## src/rtl/perf_event_select_pkg.sv

```systemverilog
// Constants and types for the performance event-select decoder.
package perf_event_select_pkg;

  localparam int unsigned COUNT_W = 48;
  localparam int unsigned OCC_W = 3;

  // Event codes.
  localparam logic [7:0] EVT_LOAD_RETIRED = 8'hcb;
  localparam logic [7:0] EVT_STATE_TRANS = 8'hcc;
  localparam logic [7:0] EVT_DECODED_INSN = 8'hd0;
  localparam logic [7:0] EVT_UOP_DECODE = 8'hd1;
  localparam logic [7:0] EVT_ALLOC_STALL = 8'hd2;

  // Unit masks.
  localparam logic [7:0] UM_FILL_BUFFER_HIT = 8'h40;
  localparam logic [7:0] UM_TLB_MISS = 8'h80;
  localparam logic [7:0] UM_TO_FLOAT = 8'h01;
  localparam logic [7:0] UM_TO_PACKED_INT = 8'h02;
  localparam logic [7:0] UM_ANY_DIRECTION = 8'h03;
  localparam logic [7:0] UM_DECODED = 8'h01;
  localparam logic [7:0] UM_STALL_CYCLES = 8'h01;
  localparam logic [7:0] UM_SEQUENCER_UOPS = 8'h02;
  localparam logic [7:0] UM_STACK_FOLDING = 8'h04;
  localparam logic [7:0] UM_STACK_SYNC = 8'h08;
  localparam logic [7:0] UM_FLAG_STALL = 8'h01;

  // Compare settings demanded by the decoder stall selection.
  localparam logic STALL_INVERT = 1'b1;
  localparam logic [7:0] STALL_CMASK = 8'h01;

  // Reset values.
  localparam logic [COUNT_W-1:0] COUNT_RESET = '0;

  typedef enum logic [1:0] {
    CLASS_NONE,
    CLASS_FLOAT,
    CLASS_PACKED_INT
  } insn_class_t;

endpackage : perf_event_select_pkg

```

## src/rtl/perf_event_select_decode.sv

```systemverilog
// Event-select decoder and counter for one performance-monitoring counter.
`timescale 1ns/1ps

module perf_event_select_decode
  import perf_event_select_pkg::*;
#(
  parameter int unsigned CNT_W = COUNT_W,
  parameter int unsigned OCC_WIDTH = OCC_W
) (
  // Clock and reset.
  input wire logic ref_clk_in,
  input wire logic rst_in,
  // Selection from software.
  input wire logic count_enable_in,
  input wire logic counter_clear_in,
  input wire logic [7:0] event_code_in,
  input wire logic [7:0] unit_mask_in,
  input wire logic invert_compare_in,
  input wire logic [7:0] counter_mask_in,
  // Retired load occurrences.
  input wire logic load_retire_in,
  input wire logic load_l1_miss_in,
  input wire logic load_fill_buffer_hit_in,
  input wire logic load_tlb_miss_in,
  input wire logic load_fault_in,
  input wire logic load_cacheable_in,
  input wire logic load_sw_prefetch_in,
  // Instruction class of the instruction issued this cycle.
  input wire logic float_insn_in,
  input wire logic packed_int_insn_in,
  // Decode occurrences per cycle.
  input wire logic [OCC_WIDTH-1:0] decoded_insts_in,
  input wire logic [OCC_WIDTH-1:0] decoded_uops_in,
  input wire logic [OCC_WIDTH-1:0] sequencer_uops_in,
  input wire logic [OCC_WIDTH-1:0] stack_folding_in,
  input wire logic stack_sync_in,
  // Allocation stall cycle.
  input wire logic flag_stall_in,
  // Results.
  output logic [CNT_W-1:0] counter_out,
  output logic event_match_out,
  output logic increment_out
);

  typedef struct packed {
    logic [CNT_W-1:0] count;
    insn_class_t last_class;
    logic match;
    logic incr;
  } state_t;

  state_t state_q;
  state_t state_d;

  logic supported;
  logic [OCC_WIDTH-1:0] raw_amount;
  logic [OCC_WIDTH-1:0] step;
  logic to_float;
  logic to_packed_int;
  logic [OCC_WIDTH-1:0] occ_one;
  logic [7:0] amount_wide;
  logic fill_hit_load;
  logic tlb_miss_load;

  assign occ_one = OCC_WIDTH'(1'b1);
  // The threshold compares against the full counter mask, so the amount is widened to match it.
  assign amount_wide = 8'(raw_amount);

  // Qualifies a retiring load for the two load selections.
  always_comb begin
    fill_hit_load = load_retire_in && load_l1_miss_in && load_fill_buffer_hit_in;
    tlb_miss_load = load_retire_in && load_tlb_miss_in;
    if (load_fault_in) begin
      tlb_miss_load = 1'b0;
    end
    if (!load_cacheable_in || load_sw_prefetch_in) begin
      tlb_miss_load = 1'b0;
    end
  end

  // Transitions seen against the class of the last classed instruction.
  always_comb begin
    to_float = float_insn_in && (state_q.last_class == CLASS_PACKED_INT);
    to_packed_int = packed_int_insn_in && (state_q.last_class == CLASS_FLOAT);
  end

  // Selects the occurrence amount for the programmed code and mask.
  always_comb begin
    supported = 1'b0;
    raw_amount = '0;
    case (event_code_in)
      EVT_LOAD_RETIRED: begin
        case (unit_mask_in)
          UM_FILL_BUFFER_HIT: begin
            supported = 1'b1;
            raw_amount = OCC_WIDTH'(fill_hit_load);
          end
          UM_TLB_MISS: begin
            supported = 1'b1;
            raw_amount = OCC_WIDTH'(tlb_miss_load);
          end
          default: begin
            supported = 1'b0;
          end
        endcase
      end
      EVT_STATE_TRANS: begin
        case (unit_mask_in)
          UM_TO_FLOAT: begin
            supported = 1'b1;
            raw_amount = OCC_WIDTH'(to_float);
          end
          UM_TO_PACKED_INT: begin
            supported = 1'b1;
            raw_amount = OCC_WIDTH'(to_packed_int);
          end
          UM_ANY_DIRECTION: begin
            supported = 1'b1;
            raw_amount = OCC_WIDTH'(to_float || to_packed_int);
          end
          default: begin
            supported = 1'b0;
          end
        endcase
      end
      EVT_DECODED_INSN: begin
        case (unit_mask_in)
          UM_DECODED: begin
            supported = 1'b1;
            raw_amount = decoded_insts_in;
          end
          default: begin
            supported = 1'b0;
          end
        endcase
      end
      EVT_UOP_DECODE: begin
        case (unit_mask_in)
          UM_STALL_CYCLES: begin
            supported = (invert_compare_in == STALL_INVERT) && (counter_mask_in == STALL_CMASK);
            raw_amount = decoded_uops_in;
          end
          UM_SEQUENCER_UOPS: begin
            supported = 1'b1;
            raw_amount = sequencer_uops_in;
          end
          UM_STACK_FOLDING: begin
            supported = 1'b1;
            raw_amount = stack_folding_in;
          end
          UM_STACK_SYNC: begin
            supported = 1'b1;
            raw_amount = OCC_WIDTH'(stack_sync_in);
          end
          default: begin
            supported = 1'b0;
          end
        endcase
      end
      EVT_ALLOC_STALL: begin
        case (unit_mask_in)
          UM_FLAG_STALL: begin
            supported = 1'b1;
            raw_amount = OCC_WIDTH'(flag_stall_in);
          end
          default: begin
            supported = 1'b0;
          end
        endcase
      end
      default: begin
        supported = 1'b0;
      end
    endcase
  end

  // Applies the counter mask threshold and the invert flag.
  // A zero counter mask adds the raw amount and ignores the invert flag.
  always_comb begin
    step = raw_amount;
    if (counter_mask_in != 8'h00) begin
      if (invert_compare_in) begin
        step = (amount_wide < counter_mask_in) ? occ_one : '0;
      end else begin
        step = (amount_wide >= counter_mask_in) ? occ_one : '0;
      end
    end
  end

  // Next state of the whole block.
  always_comb begin
    state_d = state_q;
    state_d.match = supported;
    state_d.incr = 1'b0;
    // The class tracker follows every instruction, even while counting is off, so no transition is missed.
    if (float_insn_in && !packed_int_insn_in) begin
      state_d.last_class = CLASS_FLOAT;
    end else if (packed_int_insn_in && !float_insn_in) begin
      state_d.last_class = CLASS_PACKED_INT;
    end
    // A clear in the same cycle as an occurrence wins, so software reads zero afterwards.
    if (counter_clear_in) begin
      state_d.count = CNT_W'(COUNT_RESET);
    end else if (count_enable_in && supported && (step != '0)) begin
      state_d.count = state_q.count + CNT_W'(step);
      state_d.incr = 1'b1;
    end
  end

  // One register holds the whole state, so reset and update cannot drift apart.
  always_ff @(posedge ref_clk_in) begin
    if (rst_in) begin
      state_q <= '{count: CNT_W'(COUNT_RESET), last_class: CLASS_NONE, match: 1'b0, incr: 1'b0};
    end else begin
      state_q <= state_d;
    end
  end

  assign counter_out = state_q.count;
  assign event_match_out = state_q.match;
  assign increment_out = state_q.incr;

endmodule : perf_event_select_decode

```

## config.mk

```make
export PLATFORM = sky130hd
export DESIGN_NAME = perf_event_select_decode
export DESIGN_NICKNAME = d
export VERILOG_FILES = /design/src/rtl/perf_event_select_pkg.sv /design/src/rtl/perf_event_select_decode.sv
export SDC_FILE = /design/constraint.sdc
export NUM_CORES = 1
export LEC_CHECK = 0
export ABC_AREA = 1
export BUFFER_PORTS_ARGS = -buffer_cell sky130_fd_sc_hd__buf_2
export CORE_AREA = 2 2 125 127
export CTS_CLUSTER_SIZE = 24
export DETAILED_ROUTE_END_ITERATION = 10
export DIE_AREA = 0 0 127 129
export PLACE_DENSITY_LB_ADDON = 0.15
export SYNTH_ARGS = -nofsm -noshare
export SYNTH_HDL_FRONTEND = slang
export SYNTH_SLANG_ARGS = --single-unit
```

## constraint.sdc

```tcl
create_clock -name ref_clk_in -period 4.12 [get_ports ref_clk_in]
set_input_delay 0.412 -clock ref_clk_in [delete_from_list [all_inputs] [get_ports ref_clk_in]]
set_output_delay 0.412 -clock ref_clk_in [all_outputs]
set_load 0.005 [all_outputs]
```

# Yosys cells after proc, flatten, opt, wreduce, memory -nomap -nowiden
# Cells that the tools add are included.
# classes
add_sub_neg	1
order_cmp	2
eq_ne	15
mux	20
reduce_logical	24
# op_table
operator	count
$add A48 B3 Y48	1
$eq A8 B8 Y1 const B	6
$eq A8 B1 Y1 const B	2
$eq A8 B2 Y1 const B	2
$pmux W3 S5	1
$mux W1	12
$pmux W3 S4	1
$logic_and A1 B1 Y1	10
$eq A8 B3 Y1 const B	1
$eq A8 B4 Y1 const B	1
$eq A8 B7 Y1 const B	1
$ge A3 B8 Y1	1
$lt A3 B8 Y1	1
$reduce_bool A8 Y1	1
$reduce_or A2 Y1	4
$mux W3	2
$reduce_or A3 Y1	2
$pmux W1 S2	2
$pmux W1 S4	1
$logic_not A1 Y1	3
$pmux W1 S3	1
$reduce_bool A3 Y1	1
$eq A2 B1 Y1 const B	1
$eq A2 B2 Y1 const B	1
other kinds (2)	3
# word_totals
ff_bits	52
input_bits	52
out_inout_bits	50
wordCells	67

# Logic depth before layout (Yosys ltp)
# Gate-level depths: netlist of the first run.
# depth
word_depth	12
ltp_mapped	32

# Worst setup path before layout of the first run
# Ideal clock, no wire load.
# synth_timing
kind	input-to-reg
startpoint	input port unit_mask_in[5]
endpoint	register state_q (netlist bit counter_out[36])
arrival_ps	3754
t_required_ps	4007
path_slack_ps	252
cell_stages	29
path_buffers	0
path_cell_list	nor2_1 > nand2_4 > nor2_4 > nor2_1 > nand2_2 > nand3_2 > nand2_2 > ha_1 > a21oi_1 > o21ai_0 > nand2_1 > inv_1 > nand2_1 > nand3_1 > nand2_1 > ha_1 > inv_1 > fa_1 > o21ai_0 > nand2_1 > nor2_1 > nand2_1 > inv_1 > nand3b_1 > nand3b_1 > nor2_1 > nand3_1 > nand2_1 > nor2_1
# synth_via
elab_chain_len	9
# synth_lines
item	line	rtl
start: declaration	perf_event_select_decode.sv:17	input wire logic [7:0] unit_mask_in,
parallel branches: the longest is 9 deep, another holds $add A48 B3 Y48	-	
end signal: assignment	perf_event_select_decode.sv:213	state_q <= '{count: CNT_W'(COUNT_RESET), last_class: CLASS_NONE, match: 1'b0, incr: 1'b0};
end signal: assignment	perf_event_select_decode.sv:215	state_q <= state_d;
end: declaration	perf_event_select_decode.sv:52	state_t state_q;
# Several ways; the timed one is not identified.
# A chain may end at the register's enable or synchronous reset.

# Worst setup path in the final report of the first run
# layout_timing
startpoint	input port unit_mask_in[6]
endpoint	register state_q (netlist bit counter_out[44])
# The elaborated chain is that of the path after synthesis.

==> results of run 1 <==
## layout by cell type (no fill, tap or decap), types with 2 or more instances in the layout
cell type / instances
nand3_2: 6
ha_1: 5
a21oi_2: 30
buf_4: 45
nand3b_1: 9
nor2_4: 8
or2_2: 3
nor2_2: 13
o21ai_2: 2
nor3_1: 22
nand3_1: 88
inv_2: 7
nand2_1: 155
nand2_4: 3
dfxtp_1: 52
buf_2: 99
ha_4: 2
nor3_2: 2
nand2_2: 8
clkbuf_16: 5
nand4_1: 14
inv_1: 76
and3_1: 3
nor2_1: 125
a21oi_1: 24
buf_6: 3
## flip-flops by register name, indices dropped and copies added (netlist names)
name / cells
counter_out: 48
increment_out: 1
state_q: 2
event_match_out: 1
## cell type report
class	instances	area [sq um]
Clock inverter	3	46.3
Fill cell	1672	9580
Tap cell	188	235
Sequential cell	52	1040
Multi-Input combinational cell	533	2750
Timing Repair Buffer	148	887
Clock buffer	5	125
Inverter	83	312
## worst reg2reg max path, delay by kind of cell (launching register included)
kind | cells | cell delay, ns
DFF | 1 | 0.34
buffers and inverters | 7 | 0.51
adders and majority gates | 3 | 0.71
and+or+nand+nor | 18 | 1.73
AOI/OAI and AO/OA | 3 | 0.32
## power by group through the flow
| stage | Combinational (mW) | Sequential [mW] | Clock (mW) |
|---|---|---|---|
| after floorplan | 0.0697 | 0.516 | 0 |
| after global placement | 0.118 | 0.516 | 0 |
| after detailed placement | 0.120 | 0.516 | 0 |
| after CTS | 0.120 | 0.504 | 0.516 |
| after global routing | 0.143 | 0.505 | 0.535 |
| final | 0.128 | 0.504 | 0.501 |
## per-layer routing
layer  vias to the layer above  track usage [%]  routed length [um]  part of all wire (%)
met5                         -                0                   0                     0
met4                         0             3.10                 108                  0.83
met3                         9             2.95                 621                   4.8
met2                       118             27.3                6220                    48
met1                      2135             20.2                6090                    47
li1                       2471                -                   -                     -
## worst paths after layout
kind | to | depth (start not counted) | slack [ns] | from
max | counter_out[44]$_SDFFE_PP0P_ | 33 | 0.29 | unit_mask_in[6]
min | event_match_out$_SDFF_PP0_ | 2 | 0.36 | rst_in
max reg2reg | counter_out[44]$_SDFFE_PP0P_ | 31 | 0.37 | state_q[2]$_SDFFE_PP0P_
min reg2reg | state_q[2]$_SDFFE_PP0P_ | 2 | 0.49 | state_q[2]$_SDFFE_PP0P_
## metrics by stage
stage	util, %	setup WS, ns	setup TNS (ns)	total power, mW
2_1_floorplan	-	0.252	0	0.586
3_3_place_gp	33.5	-0.223	-1.79	0.634
3_5_place_dp	33.5	-0.301	-2.93	0.636
4_1_cts	34.7	0.0131	0	1.14
5_1_grt	36.1	-0.0502	-0.111	1.18
6_report	36.1	0.292	0	1.13
## what timing repair did
action / in CTS / in global routing
hold buffers: 0 / 0
setup endpoints to repair: 0 / 24
gates resized for setup: 0 / 50
setup buffers: 0 / 6
## cells by family (layout without fill, tap and decap cells)
logic type | count (synthesis) | count (layout)
compound gates | 60 | 60
flops | 52 | 52
xor+xnor | 1 | 1
buf+inv | 150 | 239
simple gates | 463 | 463
fa+ha+maj | 9 | 9
==> reports/results.ini, run 1 <==
[yosys]
netlist_area_sq_um = 4440
yosysUniqueCellTypes = 37
synth-xor-area-share_pct = 0.197
yosysMostFrequentCell = nand2_1
yosysTopAreaCell = dfxtp_1
ys_seq_area_share_pct = 23.5
synth_seq_cells = 52
synthTopCellsByArea = dfxtp_1 (23%), nand2_1 (14%), nor2_1 (12%)
synthArstFlopShare_pct = 0
synth_edf_count = 0
synthAdderAreaFrac_pct = 2.71
avgSynthCellArea_sq_um = 6.04
syn_inst = 735
synth_mux_area_share_pct = 0
synthSimpleGateAreaFrac_pct = 46.2
synth_commonest_cells = nand2_1 (160), nor2_1 (139), nand3_1 (92)
synth_compound_area_share_pct = 9.48
netlist.area_leader.share_pct = 23.5
synth_top_family_by_area = simple AND/OR/NAND/NOR gates
synth_flop_cell = dfxtp_1
yosysWarnings = 0
syn-num-nets = 796

[clock_network]
clkSinkCount = 52
clock_path_buffers = 2
path_clk_slew_ns = 0.08
cts_tree = built
clock_latency_ns = 0.30
cts_max_level = 2
numCtsBuffers = 5
cts-root-buf = clkbuf_16

[floorplanning]
die_x_um = 127
start_util_pct = 29.6
fp-row-count = 45
core_area_sq_um = 15000
pin_count = 102
dieArea_sq_um = 16400
die_y_um = 129

[global_routing]
grt_max_degree = 50
grt_pass1_vias = 4442
grt-ovfl-total = 0
antenna_found_initial = 0
gr-usage-all-layers_pct = 15.6
grt_pass1_wl_mm = 21.2

[critical_path]
critPathCaptureType = register
critPathMostFrequentCell = nand2_1
worstPathRequired_ns = 4.31
cp_max_fo = 6
crit_path_top_delay_cell = fa_2
arrival_ns = 4.02
critPathTopFamily = simple AND/OR/NAND/NOR gates
path_class = primary input to register
max_stage_delay_ns = 0.39
startpoint_type = primary input
critPathBufInv = 7

[timing]
period_minus_slack_ns = 3.83
rsz0062_at_grt = true
post-route-period-util_pct = 92.9
finClkSkew_ns = 0.00949
setup_viol = 0
drv_slew = 0
fmax_mhz = 261
whs_ns = 0.358
worstMarginPinSlew_ns = 1.20
max_slew_margin_pct = 19.8
hold_viol = 0

[cells_and_area]
fin_area_sq_um = 5400
antenna_cells = 0
stdcell_count = 1012
area_delta_synth_final_pct = 21.7
drive_gt1_share_pct = 29.5
fin_nets = 884

[power_and_ir_drop]
internal-power_mw = 0.845
irDropWorstVdd_mv = 0.184
swShare_pct = 25.5
p_sw_mw = 0.288
leakagePower_nw = 2.40
clockPowerShare_pct = 44.2
power.density_nw_per_um2 = 210
pwr-share-seq_pct = 44.5
pwr-share-comb_pct = 11.3

[run_status]
status = complete, no violations

[detailed_routing]
drt-total-wl_mm = 13.0
initialDrtViolationCount = 230
antenna_left = 0
dr.pass1.iters = 5
post-route-drc-count = 0
via_count = 4733
wire_per_inst_um = 12.9
via_per_inst = 4.68

[placed_design]
dp_cells = 998
portBuffers = 101
routabilityCongestion = 0.886
dpl.hpwl_mm = 10.1
place_area_sq_um = 5020

[worst_hold_path]
hp-class = primary input to register

[run]
max_cap_violations = 0

(Power assumes the default switching activity.)
==> run 2: changes to the inputs <==
==> constraint.sdc (replaced) <==
create_clock -name ref_clk_in -period 4.12 [get_ports ref_clk_in]
set_input_delay 0.824 -clock ref_clk_in [delete_from_list [all_inputs] [get_ports ref_clk_in]]
set_output_delay 0.824 -clock ref_clk_in [all_outputs]
set_load 0.005 [all_outputs]
==> run 2 against run 1 <==
The flow now finishes with violations (negative setup slack); clock skew down 0.0021 ns; global-route usage increased by 0.84 points; first-iteration DRC count up 0.87%; core utilization up 3.1 points; non-clock buffer count grew 36; design area grew 8.6%.
==> reports/results.ini, run 2 (synthesized netlist as in run 1, its figures left out) <==
[critical_path]
path_class = primary input to register
critPathBufInv = 5  ; -2
max_stage_delay_ns = 0.37  ; -0.02 ns
cp_max_fo = 8  ; +2
startpoint_type = primary input
critPathCaptureType = register
critPathTopFamily = simple AND/OR/NAND/NOR gates
crit_path_top_delay_cell = fa_2
arrival_ns = 4.39  ; +0.37 ns
worstPathRequired_ns = 4.31  ; about the same

[clock_network]
clock_latency_ns = 0.30  ; about the same
cts_tree = built
clkSinkCount = 52  ; unchanged
cts_max_level = 2  ; unchanged
path_clk_slew_ns = 0.06  ; -0.02 ns
cts-root-buf = clkbuf_16
hold_buffers = 0  ; unchanged
numCtsBuffers = 5  ; unchanged
clock_path_buffers = 2  ; unchanged

[timing]
fin_ws_ns = -0.0745  ; -0.366 ns
fmax_mhz = 238  ; -8.7%
max_slew_margin_pct = 22.2  ; +2.5 points
period_minus_slack_ns = 4.19  ; +0.366 ns
hold_viol = 0  ; unchanged
rsz0062_at_grt = true
setup_viol = 11  ; +11
worstMarginPinSlew_ns = 1.16  ; -0.0367 ns
finClkSkew_ns = 0.00744  ; -0.00205 ns
whs_ns = 0.494  ; +0.136 ns
drv_slew = 0  ; unchanged
setup_tns_ns = -0.424  ; -0.424 ns
post-route-period-util_pct = 102  ; +8.9 points

[cells_and_area]
area_delta_synth_final_pct = 32.2
largest_register_ffs = 48  ; unchanged
fin_nets = 921  ; +4.2%
mostFrequentLayoutCells = nand2_1 (153), nor2_1 (104), buf_2 (93)
antenna_cells = 0  ; unchanged
drive_gt1_share_pct = 37.3  ; +7.8 points
layout_commonest_cell = nand2_1
fin_area_sq_um = 5860  ; +8.6%

[global_routing]
antenna_found_initial = 0  ; unchanged
grt_max_degree = 55  ; +10%
grt_pass1_vias = 4581  ; +3.1%
use_met2_pct = 29.0  ; +1.7 points
grt_pass1_wl_mm = 21.9  ; +3.7%
gr-usage-all-layers_pct = 16.5  ; +0.84 points
gr-max-usage-layer = met2
grt-ovfl-total = 0  ; unchanged
use_met1_pct = 20.3  ; +0.030 points
grt_util_met3_pct = 3.66  ; +0.71 points

[run_status]
violations = negative setup slack
status = finished with violations

[worst_hold_path]
hp-class = register to register

[run]
max_cap_violations = 0  ; unchanged

[placed_design]
routabilityCongestion = 0.821  ; -7.4%
place_area_sq_um = 5080  ; +1.3%
dpl.hpwl_mm = 10.3  ; +2.3%
portBuffers = 101  ; unchanged

[power_and_ir_drop]
pwr-share-comb_pct = 13.5  ; +2.2 points
pwr-share-seq_pct = 46.0  ; +1.5 points
clockPowerShare_pct = 40.5  ; -3.7 points
p_sw_mw = 0.285  ; -1.3%
swShare_pct = 26.0  ; +0.52 points
finalPower_mw = 1.10  ; -3.3%
leakagePower_nw = 2.58  ; +7.8%
internal-power_mw = 0.812  ; -3.9%
power.density_nw_per_um2 = 187  ; -11%
irDropWorstVdd_mv = 0.137  ; -26%

[detailed_routing]
via_count = 4950  ; +4.6%
initialDrtViolationCount = 232  ; +0.87%
post-route-drc-count = 0  ; unchanged
drt-total-wl_mm = 13.8  ; +6.2%
via_per_inst = 4.72  ; +0.90%
antenna_left = 0  ; unchanged
dr.pass1.iters = 4  ; -1
wire_per_inst_um = 13.2  ; +2.5%

[floorplanning]
dieArea_sq_um = 16400  ; unchanged
core_area_sq_um = 15000  ; unchanged
die_x_um = 127  ; unchanged
start_util_pct = 29.6  ; unchanged
fp-row-count = 45  ; unchanged
die_y_um = 129  ; unchanged
pin_count = 102  ; unchanged

-- run 2: cell count changes in the layout (fill, tap and decap cells not counted), sizes merged --
cell,change
buf,+36
nand2,+1
clkbuf,+2
inv,-1
bufinv,-1
-- run 2: metrics by stage --
step,cells,util (%),worst slack [ns]
3_3_place_gp,1003,33.9,-0.584
2_1_floorplan,735,-,0.0108
5_1_grt,1049,39.2,-0.344
3_5_place_dp,1003,33.9,-0.623
4_1_cts,1039,37.5,-0.0445
6_report,1049,39.2,-0.0745
-- run 2: path summary, 6_finish.rpt --
| kind | startpoint | to | slack (ns) | cells past startpoint |
|---|---|---|---|---|
| worst min-delay path | state_q[2]$_SDFFE_PP0P_ | state_q[2]$_SDFFE_PP0P_ | 0.49 | 2 |
| worst max-delay path | unit_mask_in[0] | counter_out[46]$_SDFFE_PP0P_ | -0.07 | 31 |
| worst min register to register | state_q[2]$_SDFFE_PP0P_ | state_q[2]$_SDFFE_PP0P_ | 0.49 | 2 |
| worst max register to register | state_q[2]$_SDFFE_PP0P_ | counter_out[46]$_SDFFE_PP0P_ | 0.44 | 29 |
-- run 2: metal layers --
layer | wire, um | part of all wire, %
met1 | 6180 | 45
met2 | 6760 | 49
met3 | 650 | 4.7
met4 | 261 | 1.9
met5 | 0 | 0
-- run 2: worst min-delay path, delay by kind of cell (launching register included) --
family / cells / cell delay [ns]
flops: 1 / 0.32
buf+inv: 1 / 0.07
compound gates: 1 / 0.06
-- run 2: power by group through the flow --
stage / clock network, mW / registers, mW / logic, mW
6_report: 0.444 / 0.505 / 0.148
5_1_grt: 0.472 / 0.505 / 0.163
4_1_cts: 0.462 / 0.504 / 0.141
3_5_place_dp: 0 / 0.516 / 0.125
3_3_place_gp: 0 / 0.516 / 0.122
2_1_floorplan: 0 / 0.516 / 0.0701
-- run 2: layout make-up --
cell class,instances,area (sq um)
fillers,1664,9110
multi-input cells,534,2910
repair buffers,184,1210
flip-flops and latches,52,1040
inverters,83,314
well taps,188,235
clock buffers,7,143
clock inverters,1,7.51
-- run 2: what timing repair did --
action / in CTS / in global routing
gates resized for setup: 46 / 60
endpoints found under the setup margin: 15 / 39
hold endpoints to repair: 0 / 0
setup buffers: 27 / 10
gates cloned: 1 / 0
pin swaps: 28 / 34
